## src/hw/csie_cfg.svh

```systemverilog
/*
 * Register offsets, field positions and reset values for the clock-source
 * interrupt enable block. Assumes inclusion from the package and the design.
 */
`ifndef CSIE_CFG_SVH
`define CSIE_CFG_SVH
`define CSIE_OFS_CLEAR_VIEW   12'h000
`define CSIE_OFS_SET_VIEW     12'h004
`define CSIE_OFS_FLAG_REG     12'h008
`define CSIE_OFS_STATUS_REG   12'h00c
`define CSIE_OFS_REQ_REG      12'h010
`define CSIE_NUM_SRC          12
`define CSIE_ENABLE_RESET     12'h000
`define CSIE_FLAG_RESET       12'h000
`define CSIE_BIT_XOSC_RDY     0
`define CSIE_BIT_X32K_RDY     1
`define CSIE_BIT_I32K_RDY     2
`define CSIE_BIT_I8M_RDY      3
`define CSIE_BIT_FL_RDY       4
`define CSIE_BIT_FL_OOB       5
`define CSIE_BIT_FL_FINE      6
`define CSIE_BIT_FL_COARSE    7
`define CSIE_BIT_FL_REFSTOP   8
`define CSIE_BIT_SM_RDY       9
`define CSIE_BIT_SM_DET       10
`define CSIE_BIT_SM_SYNC      11
`endif

```

## src/hw/csie_pkg.sv

```systemverilog
/*
 * Types shared by the clock-source interrupt enable block.
 * Assumes csie_cfg.svh on the include path.
 */
`include "csie_cfg.svh"
package csie_pkg;
    typedef logic [`CSIE_NUM_SRC-1:0] csie_src_t;
    // APB request from the master
    typedef struct packed {
        logic        psel;
        logic        penable;
        logic        pwrite;
        logic [11:0] paddr;
        logic [31:0] pwdata;
    } csie_apb_req_t;
    // APB answer to the master
    typedef struct packed {
        logic        pready;
        logic        pslverr;
        logic [31:0] prdata;
    } csie_apb_rsp_t;
    typedef enum logic [1:0] {
        CSIE_IDLE   = 2'b00,
        CSIE_ACCESS = 2'b01
    } csie_state_t;
endpackage

```

## src/hw/csie_flag_bank.sv

```systemverilog
/*
 * Per-source sticky interrupt flags, set on a rising status bit, cleared
 * by write-one. Assumes status inputs synchronous to clk.
 */
`include "csie_cfg.svh"
module csie_flag_bank (
    // Clock and reset
    input  wire logic                 clk,
    input  wire logic                 rst,
    input  wire logic                 clkEn,
    // Status and clear
    input  wire csie_pkg::csie_src_t  status,
    input  wire csie_pkg::csie_src_t  clearMask,
    // Flags
    output csie_pkg::csie_src_t       flags
);
    import csie_pkg::*;
    csie_src_t prevReg, prevNext, flagReg, flagNext;

    // ************************************************
    // Edge detect and sticky flags, one per source
    // ************************************************
    genvar i;
    for (i = 0; i < `CSIE_NUM_SRC; i++) begin : g_flag
        // Set wins over a simultaneous clear so no edge is lost
        always_comb begin
            prevNext[i] = status[i];
            flagNext[i] = (status[i] & ~prevReg[i]) | (flagReg[i] & ~clearMask[i]);
        end
    end

    // Registers only
    always_ff @(posedge clk) begin
        if (rst) begin
            prevReg <= `CSIE_FLAG_RESET;
            flagReg <= `CSIE_FLAG_RESET;
        end else if (clkEn) begin
            prevReg <= prevNext;
            flagReg <= flagNext;
        end
    end
    assign flags = flagReg;

    a_flag_set_edge: assert property (@(posedge clk) disable iff (rst)
        clkEn && (status & ~prevReg) != '0 |=> (flagReg & $past(status & ~prevReg)) == $past(status & ~prevReg))
        else $error("flag missed a rising status bit");
endmodule

```

## src/hw/csie_top.sv

```systemverilog
/*
 * Interrupt enable masking for twelve clock-source and supply-monitor
 * sources, with set and clear views of one shared enable state over APB.
 * Assumes a synchronous APB master on clk and status inputs on clk.
 */
// Decided for this implementation: the APB interface to the registers.
`include "csie_cfg.svh"
module csie_top (
    // Clock, reset, enable
    input  wire logic                    clk,
    input  wire logic                    rst,
    input  wire logic                    clkEn,
    // APB slave
    input  wire csie_pkg::csie_apb_req_t apbReq,
    output csie_pkg::csie_apb_rsp_t      apbRsp,
    // Write guard and sources
    input  wire logic                    writeGuardActive,
    input  wire csie_pkg::csie_src_t     powerClockStatus,
    // Interrupt requests
    output csie_pkg::csie_src_t          irqRequest,
    output logic                         irqAny
);
    import csie_pkg::*;

    // ************************************************
    // APB access state
    // ************************************************
    csie_state_t stateReg, stateNext;
    csie_src_t   enableReg, enableNext;
    csie_src_t   reqReg, reqNext;
    logic [31:0] rdataReg, rdataNext;
    logic        errReg, errNext;
    csie_src_t   flagClear, flags;
    logic        setup, wrSet, wrClr, wrFlag, mapped;
    csie_src_t   wbits;

    // No wait state; read data is registered in the setup cycle
    assign setup  = apbReq.psel && !apbReq.penable;
    assign mapped = apbReq.paddr == `CSIE_OFS_CLEAR_VIEW || apbReq.paddr == `CSIE_OFS_SET_VIEW
                 || apbReq.paddr == `CSIE_OFS_FLAG_REG || apbReq.paddr == `CSIE_OFS_STATUS_REG
                 || apbReq.paddr == `CSIE_OFS_REQ_REG;
    // Upper data bits are dropped here
    assign wbits  = apbReq.pwdata[`CSIE_NUM_SRC-1:0];
    assign wrSet  = stateReg == CSIE_ACCESS && apbReq.pwrite && !writeGuardActive
                 && apbReq.paddr == `CSIE_OFS_SET_VIEW;
    assign wrClr  = stateReg == CSIE_ACCESS && apbReq.pwrite && !writeGuardActive
                 && apbReq.paddr == `CSIE_OFS_CLEAR_VIEW;
    assign wrFlag = stateReg == CSIE_ACCESS && apbReq.pwrite && apbReq.paddr == `CSIE_OFS_FLAG_REG;
    assign flagClear = wrFlag ? wbits : '0;

    // Next access state and read data
    always_comb begin
        stateNext = stateReg;
        rdataNext = rdataReg;
        errNext   = errReg;
        case (stateReg)
            CSIE_IDLE: begin
                if (setup) begin
                    stateNext = CSIE_ACCESS;
                    errNext   = !mapped || (apbReq.pwrite && writeGuardActive &&
                                (apbReq.paddr == `CSIE_OFS_SET_VIEW ||
                                 apbReq.paddr == `CSIE_OFS_CLEAR_VIEW));
                    rdataNext = 32'h0000_0000;
                    case (apbReq.paddr)
                        `CSIE_OFS_CLEAR_VIEW,
                        `CSIE_OFS_SET_VIEW:   rdataNext = {20'h0_0000, enableReg};
                        `CSIE_OFS_FLAG_REG:   rdataNext = {20'h0_0000, flags};
                        `CSIE_OFS_STATUS_REG: rdataNext = {20'h0_0000, powerClockStatus};
                        `CSIE_OFS_REQ_REG:    rdataNext = {20'h0_0000, reqReg};
                        default:              rdataNext = 32'h0000_0000;
                    endcase
                end
            end
            CSIE_ACCESS: begin
                stateNext = CSIE_IDLE;
            end
            default: begin
                stateNext = CSIE_IDLE;
            end
        endcase
    end

    // ************************************************
    // Shared enable state and request mask
    // ************************************************
    // Bit layout per source index comes from the cfg bit positions
    always_comb begin
        enableNext = enableReg;
        if (wrSet) begin
            enableNext = enableReg | wbits;
        end else if (wrClr) begin
            enableNext = enableReg & ~wbits;
        end
        reqNext = flags & enableReg;
    end

    // Registers only
    always_ff @(posedge clk) begin
        if (rst) begin
            stateReg  <= CSIE_IDLE;
            enableReg <= `CSIE_ENABLE_RESET;
            reqReg    <= '0;
            rdataReg  <= 32'h0000_0000;
            errReg    <= 1'b0;
        end else if (clkEn) begin
            stateReg  <= stateNext;
            enableReg <= enableNext;
            reqReg    <= reqNext;
            rdataReg  <= rdataNext;
            errReg    <= errNext;
        end
    end

    // Flag bank
    csie_flag_bank u_flags (
        .clk       (clk),
        .rst       (rst),
        .clkEn     (clkEn),
        .status    (powerClockStatus),
        .clearMask (flagClear),
        .flags     (flags)
    );

    // Outputs; pready stalls with the clock enable low
    assign apbRsp.pready  = stateReg == CSIE_ACCESS && clkEn;
    assign apbRsp.pslverr = stateReg == CSIE_ACCESS && errReg;
    assign apbRsp.prdata  = rdataReg;
    assign irqRequest     = reqReg;
    assign irqAny         = |reqReg;

    // ************************************************
    // Assertions
    // ************************************************
    a_req_follows_mask: assert property (@(posedge clk) disable iff (rst)
        clkEn |=> irqRequest == ($past(flags) & $past(enableReg)))
        else $error("request differs from flag and enable");
    a_no_req_disabled: assert property (@(posedge clk) disable iff (rst)
        clkEn && ~enableReg[`CSIE_BIT_FL_FINE] |=> !irqRequest[`CSIE_BIT_FL_FINE])
        else $error("request while disabled");
    a_clear_view_clears: assert property (@(posedge clk) disable iff (rst)
        clkEn && wrClr |=> (enableReg & $past(wbits)) == '0)
        else $error("clear view did not clear");
    a_set_view_sets: assert property (@(posedge clk) disable iff (rst)
        clkEn && wrSet |=> (enableReg & $past(wbits)) == $past(wbits))
        else $error("set view did not set");
    a_zero_bits_kept: assert property (@(posedge clk) disable iff (rst)
        clkEn && (wrSet || wrClr) |=> (enableReg & ~$past(wbits)) == ($past(enableReg) & ~$past(wbits)))
        else $error("unwritten enable bits changed");
    a_views_shared: assert property (@(posedge clk) disable iff (rst)
        apbRsp.pready && !apbReq.pwrite && (apbReq.paddr == `CSIE_OFS_SET_VIEW ||
        apbReq.paddr == `CSIE_OFS_CLEAR_VIEW) |-> apbRsp.prdata[11:0] == $past(enableReg))
        else $error("view read differs from enable state");
    a_upper_reads_zero: assert property (@(posedge clk) disable iff (rst)
        apbRsp.pready |-> apbRsp.prdata[31:12] == 20'h0_0000)
        else $error("upper read bits not zero");
    a_guard_blocks_write: assert property (@(posedge clk) disable iff (rst)
        clkEn && writeGuardActive && !wrFlag |=> enableReg == $past(enableReg))
        else $error("guarded write changed enable");
    a_fine_set_no_req: assert property (@(posedge clk) disable iff (rst)
        clkEn && wrSet && !flags[`CSIE_BIT_FL_FINE] |=> ##1
        !irqRequest[`CSIE_BIT_FL_FINE] || $past(flags[`CSIE_BIT_FL_FINE]))
        else $error("fine-lock set made a request");
    a_apb_one_wait: assert property (@(posedge clk) disable iff (rst)
        clkEn && setup && stateReg == CSIE_IDLE ##1 clkEn |-> apbRsp.pready)
        else $error("answer not after one wait");
    // Reset must leave every source disabled, whatever came before
    a_reset_all_off: assert property (@(posedge clk)
        $past(rst) |-> enableReg == `CSIE_ENABLE_RESET)
        else $error("enable state not zero after reset");
    // Low half of the layout: crystal ready sits at bit 0
    a_low_bit_place: assert property (@(posedge clk) disable iff (rst)
        clkEn && wrClr && wbits[0] |=> !enableReg[`CSIE_BIT_XOSC_RDY])
        else $error("crystal ready enable not at its bit");
    // High half of the layout: fine lock sits at bit 6
    a_high_bit_place: assert property (@(posedge clk) disable iff (rst)
        clkEn && wrSet && wbits[6] |=> enableReg[`CSIE_BIT_FL_FINE])
        else $error("fine lock enable not at its bit");
    // Every written one lands together one cycle later, others kept
    a_set_all_once: assert property (@(posedge clk) disable iff (rst)
        clkEn && wrSet |=> enableReg == ($past(enableReg) | $past(wbits)))
        else $error("set write not applied in one cycle");
    // A frozen clock enable must hold the whole enable state
    a_freeze_holds: assert property (@(posedge clk) disable iff (rst)
        !clkEn |=> enableReg == $past(enableReg) && irqRequest == $past(irqRequest))
        else $error("state moved while clock enable low");

    c_set_write:  cover property (@(posedge clk) disable iff (rst) clkEn && wrSet);
    c_clear_write: cover property (@(posedge clk) disable iff (rst) clkEn && wrClr);
    c_irq_raised: cover property (@(posedge clk) disable iff (rst) irqAny);
    c_guard_err:  cover property (@(posedge clk) disable iff (rst) apbRsp.pready && apbRsp.pslverr);
    c_frozen:     cover property (@(posedge clk) disable iff (rst) !clkEn && |powerClockStatus);
endmodule

```

## config.mk

```make
export PLATFORM = sky130hd
export DESIGN_NAME = csie_top
export DESIGN_NICKNAME = d
export VERILOG_FILES = /design/src/hw/csie_pkg.sv /design/src/hw/csie_flag_bank.sv /design/src/hw/csie_top.sv
export VERILOG_INCLUDE_DIRS = /design/src /design/src/hw
export SDC_FILE = /design/constraint.sdc
export NUM_CORES = 1
export LEC_CHECK = 0
export ABC_CLOCK_PERIOD_IN_PS = 2400
export BUFFER_PORTS_ARGS = -buffer_cell sky130_fd_sc_hd__buf_2
export CAP_MARGIN = 5
export CORE_MARGIN = 8
export CORE_UTILIZATION = 50
export CTS_CLUSTER_SIZE = 16
export DETAILED_ROUTE_END_ITERATION = 8
export PLACE_DENSITY = 0.87
export RECOVER_POWER = 100
export SYNTH_ARGS = -nofsm -noshare
export SYNTH_HDL_FRONTEND = slang
export SYNTH_HIERARCHICAL = 1
export SYNTH_SLANG_ARGS = --single-unit
```

## constraint.sdc

```tcl
create_clock -name clk -period 2.4 [get_ports clk]
set_input_delay 0.24 -clock clk [delete_from_list [all_inputs] [get_ports clk]]
set_output_delay 0.24 -clock clk [all_outputs]
set_load 0.03 [all_outputs]
```

# Yosys cells after proc, flatten, opt, wreduce, memory -nomap -nowiden
# Cells that the tools add are included.
totals:
  ram_bits: 0
  romBits: 0
  latch_bits: 0
  input_bits: 63
  regBits: 83
  n_memories: 0
  output_inout_bits: 47
  wordCells: 109
op_classes:
  multipliers: 0
  magnitude_cmp: 0
  mux: 6
  n_reduce_logical: 26
  n_shift: 0
  eq_ne: 6
  n_div: 0
  bitwise: 64
  add_sub_neg: 0
ops:
  columns: ["cell", "count"]
  rows:
  - ["one-hot mux 12 bit (4 select lines)", 1]
  - ["2-to-1 mux 12 bit", 3]
  - ["bitwise AND 1 bit", 24]
  - ["bitwise AND 12 bit", 2]
  - ["== test 12 x 4 -> 1 bit (second input constant)", 2]
  - ["NOT 1 bit", 24]
  - ["== test 12 x 3 -> 1 bit (second input constant)", 1]
  - ["== test 12 x 5 -> 1 bit (second input constant)", 1]
  - ["logical NOT 12 bit", 1]
  - ["NOT 12 bit", 1]
  - ["bitwise OR 1 bit", 12]
  - ["bitwise OR 12 bit", 1]
  - ["OR reduction 12 bit", 1]
  - ["logical AND 1 bit", 10]
  - ["logical OR 1 bit", 5]
  - ["2-to-1 mux 2 bit", 2]
  - ["AND reduction 2 bit", 2]
  - ["logical NOT 1 bit", 3]
  - ["AND reduction 3 bit", 1]
  - ["== test 2 x 1 -> 1 bit (second input constant)", 1]
  - ["logical NOT 2 bit", 1]
  - ["!= test 2 bit (second input constant)", 1]
  - ["nonzero test 2 bit", 1]
  - ["OR reduction 2 bit", 1]

# Longest topological paths before layout
depth:
  depth_word: 7
  mapped_depth: 8
  mapped_depth_nobuf: 6

# Hierarchy
# The synthesis kept the hierarchy.
by_module_without_submodules:
  columns: ["mod", "cells_per_inst", "seq_area_each_um2", "n_inst", "area_per_inst_um2"]
  rows:
  - ["csie_top", 261, 760.7, 1, 2175.8]
  - ["csie_flag_bank", 90, 480.5, 1, 988.4]

# Worst setup path before layout
# OpenSTA, ideal clock, no wires.
synth_timing:
  path_kind: "input to register"
  startpoint: "in apbReq[32] (netlist bit)"
  endpoint: "reg u_flags.flagReg[10], in the netlist u_flags/flags[10]"
  path_slack_ns: 0.521
  path_buffers: 1
  cell_stages: 7
  setup_time_ns: 0.124
  required_ns: 2.276
  arrival_time_ns: 1.755
  cell_sequence: "or4_4 -> nor4_4 -> and3b_1 -> buf_4 -> and2_1 -> a21bo_2 -> a21oi_1"
synth_via:
  elab_chain_cells: 6
synth_rtl:
  columns: ["element", "line", "text"]
  rows:
  - ["start: declaration", "csie_top.sv:14", "input wire csie_pkg::csie_apb_req_t apbReq,"]
  - ["== test 12 x 4 -> 1 bit", null, null]
  - ["logical AND 1 bit (no source line)", null, null]
  - ["2-to-1 mux 12 bit", "csie_top.sv:49", "assign flagClear = wrFlag ? wbits : '0;"]
  - ["net flagClear[10]", "csie_top.sv:33", "csie_src_t flagClear, flags;"]
  - ["NOT 1 bit", "csie_flag_bank.sv:28", "flagNext[i] = (status[i] & ~prevReg[i]) | (flagReg[i] & ~clearMask[i]);"]
  - ["bitwise AND 1 bit", "csie_flag_bank.sv:28", null]
  - ["bitwise OR 1 bit", "csie_flag_bank.sv:28", null]
  - ["end signal: assignment", "csie_flag_bank.sv:36", "flagReg <= `CSIE_FLAG_RESET;"]
  - ["end signal: assignment", "csie_flag_bank.sv:39", "flagReg <= flagNext;"]
  - ["end: declaration", "csie_flag_bank.sv:18", "csie_src_t prevReg, prevNext, flagReg, flagNext;"]
# The timed path passes the listed nets, and every way through them passes these cells.
# A chain may end at the register's enable or synchronous reset.

==> results.py <==
metrics = {
    "cells_and_area": {
        "area_growth_pct": 12.1,
        "nNetsFinal": 475,
        "drive_gt1_share_pct": 17.5,
        "diodes": 0,
        "fin_util_pct": 56.8,
        "layout_common_cells": "dfxtp_1 (62), buf_2 (41), mux2i_1 (36)",
        "instances_no_fill": 493,
        "final_common_cell": "dfxtp_1",
        "nFillCells": 599,
    },
    "logic_synthesis": {
        "synth_top_cell_by_area": "dfxtp_1",
        "syn_avg_cell_area_um2": 9.02,
        "async_reset_ff_share_pct": 0,
        "ys_ff_latch": 62,
        "synth_edf_count": 0,
        "synthSimpleGateAreaFrac_pct": 25.0,
        "syn_inst": 351,
        "synth_top_area_share_pct": 39.2,
        "synth_mux_area_share_pct": 11.4,
        "synthAdderAreaFrac_pct": 0,
        "synth_seq_area_share_pct": 39.2,
        "synth_top_family_by_area": "simple AND/OR/NAND/NOR gates",
        "synth_flop_cell": "dfxtp_1",
        "synth_cell_types": 35,
        "synth-compound-area-share_pct": 15.3,
        "yosys-top-cells-area": "dfxtp_1 (39%), mux2i_1 (11%), buf_4 (5.2%), a21oi_1 (4.9%), nand4b_1 (3.6%)",
        "syn_area_mm2": 0.00316,
        "ys_warn_count": 6,
        "synth-xor-area-share_pct": 0,
    },
    "global_routing": {
        "grt_use_total_pct": 17.9,
        "gr-total-overflow": 0,
        "grt_max_degree": 48,
        "grt_pass1_vias": 2647,
        "grt_pass1_wl_um": 12900,
        "antenna_found_initial": 0,
    },
    "clocking": {
        "clkTransAtPathRegs_ps": 60,
        "clock-sinks": 62,
        "postCtsHoldBufs": 0,
        "post_cts_buffers": 0,
        "h-tree-depth": 3,
        "cts-resized-gates": 0,
        "clkLatencyLatePin_ps": 330,
        "cts_root_buffer": "clkbuf_8",
        "clock_path_buffers": 2,
        "cts_tree": "done",
        "cts_buffers": 9,
    },
    "min_path": {
        "min_to": "u_flags/prevReg[7]",
        "worstHoldStart": "powerClockStatus[7]",
        "hold_depth": 3,
        "hp-class": "in -> reg",
    },
    "timing": {
        "min_period_ps": 2030,
        "relSlewSlack_pct": 30.6,
        "post-route-period-util_pct": 84.8,
        "grt_setup_unrepaired": "no",
        "worstMarginPinSlew_ps": 1040,
        "finalClockSkew_ps": 7.92,
        "max_freq_mhz": 491,
        "setup_viol": 0,
        "finalHoldViolations": 0,
        "tns_ps": 0,
        "finalMaxSlewViolations": 0,
    },
    "setup_path": {
        "r2r-end": "rdataReg[2]",
        "r2r_setup_slack_ps": 580,
        "criticalPathCategory": "in -> reg",
        "arrival_ps": 2230,
        "worstPathMaxFanout": 12,
        "rr_worst_depth": 3,
        "worst_setup_path_start_kind": "primary input",
        "worstReg2RegStart": "stateReg[0]",
        "crit_required_ps": 2600,
        "cp-end-kind": "register",
    },
    "power": {
        "max-vdd-ir-drop_uv": 302,
        "p_total_w": 0.00213,
        "leakagePower_nw": 1.46,
        "power_density_mw_per_mm2": 602,
    },
    "drt": {
        "drtIter0Drc": 203,
        "wire_per_inst_um": 16.8,
        "vias_per_cell": 5.51,
        "final_antenna_net_count": 0,
        "vias": 2714,
        "drt_first_pass_iters": 5,
        "drcViolationCount": 0,
        "wl_um": 8260,
    },
    "place": {
        "io_buffers": 69,
        "placed_cells": 478,
        "globalplace.congestion": 0.844,
        "dp_hpwl_um": 6090,
    },
    "floorplan": {
        "dieHeight_um": 95.6,
        "rows": 29,
        "fp.dieW_um": 95.6,
        "initial_core_util_pct": 50.7,
        "coreArea_mm2": 0.00624,
        "io_pins": 110,
        "die_area_mm2": 0.00913,
    },
    "run_status": {
        "status": "finished, final reports clean",
    },
    "flow_run": {
        "drv_cap": 0,
    },
}
-- worst max path at each step --
stage / end / from / cells after the start / slack [ps]
3_5_place_dp: u_flags/flags[1] / apbReq[32] / 7 / 270
6_report: register / apbReq[32] / 6 / 370
2_1_floorplan: u_flags/flags[10] / apbReq[32] / 7 / 520
3_3_place_gp: u_flags/flags[0] / apbReq[32] / 7 / 290
4_1_cts: rdataReg[2] / stateReg[0] / 3 / 530
5_1_grt: u_flags/flags[0] / apbReq[32] / 7 / 260
-- critical path: stages --
cell and delay (ps):
buf_2 90, or4_1 630, nor4_1 420, clkbuf_1 470
nand4b_1 220, mux2i_1 160
-- per-stage QoR --
stage                     cell area [µm²]  hold WS [ps]  setup WS, ps
after floorplan                      3240           309           521
after global placement               3440           432           292
final                                3550           199           365
after global routing                 3550           190           264
after CTS                            3610           179           529
after detailed placement             3440           445           271
-- where the power goes --
part | internal, W | leakage (nW) | switching, W | total (W)
Combinational | 0.0000973 | 0.868 | 0.000168 | 0.000265
Clock | 0.000425 | 0.0865 | 0.000369 | 0.000794
Sequential | 0.00106 | 0.504 | 0.0000172 | 0.00107
-- cell usage after synthesis (3+ instances only) --
master,instances
buf_4,22
dfxtp_1,62
a22oi_1,6
nand2_1,24
o21ai_1,5
nor4_1,3
o21ai_0,8
a21bo_1,6
clkbuf_1,15
buf_6,4
a21bo_2,6
nor2_1,28
nand2b_1,13
nand3_1,13
a21oi_2,6
nand3b_1,13
a21oi_1,31
and2_1,14
nand4b_1,13
a211oi_1,6
mux2i_1,36
-- layout make-up --
class / instances / area [µm²] / area share (%)
multi-input cells: 263 / 1690 / 47.6
flip-flops and latches: 62 / 1240 / 35.0
repair buffers: 75 / 349 / 9.84
clock buffers: 14 / 163 / 4.59
well taps: 77 / 96.3 / 2.72
clock inverters: 1 / 5.00 / 0.141
inverters: 1 / 3.75 / 0.106
-- cells by family after synthesis --
family / count (synthesis)
simple gates: 133
compound gates: 74
flops: 62
buf+inv: 45
mux: 36
other cells: 1
-- layer usage --
layer | wire length, µm | track usage (%)
met1 | 3690 | 23.3
met2 | 3510 | 26.5
met3 | 920 | 4.96
met4 | 136 | 8.96
met5 | 0 | 0
Note: power is estimated with default switching activity, not from simulation.
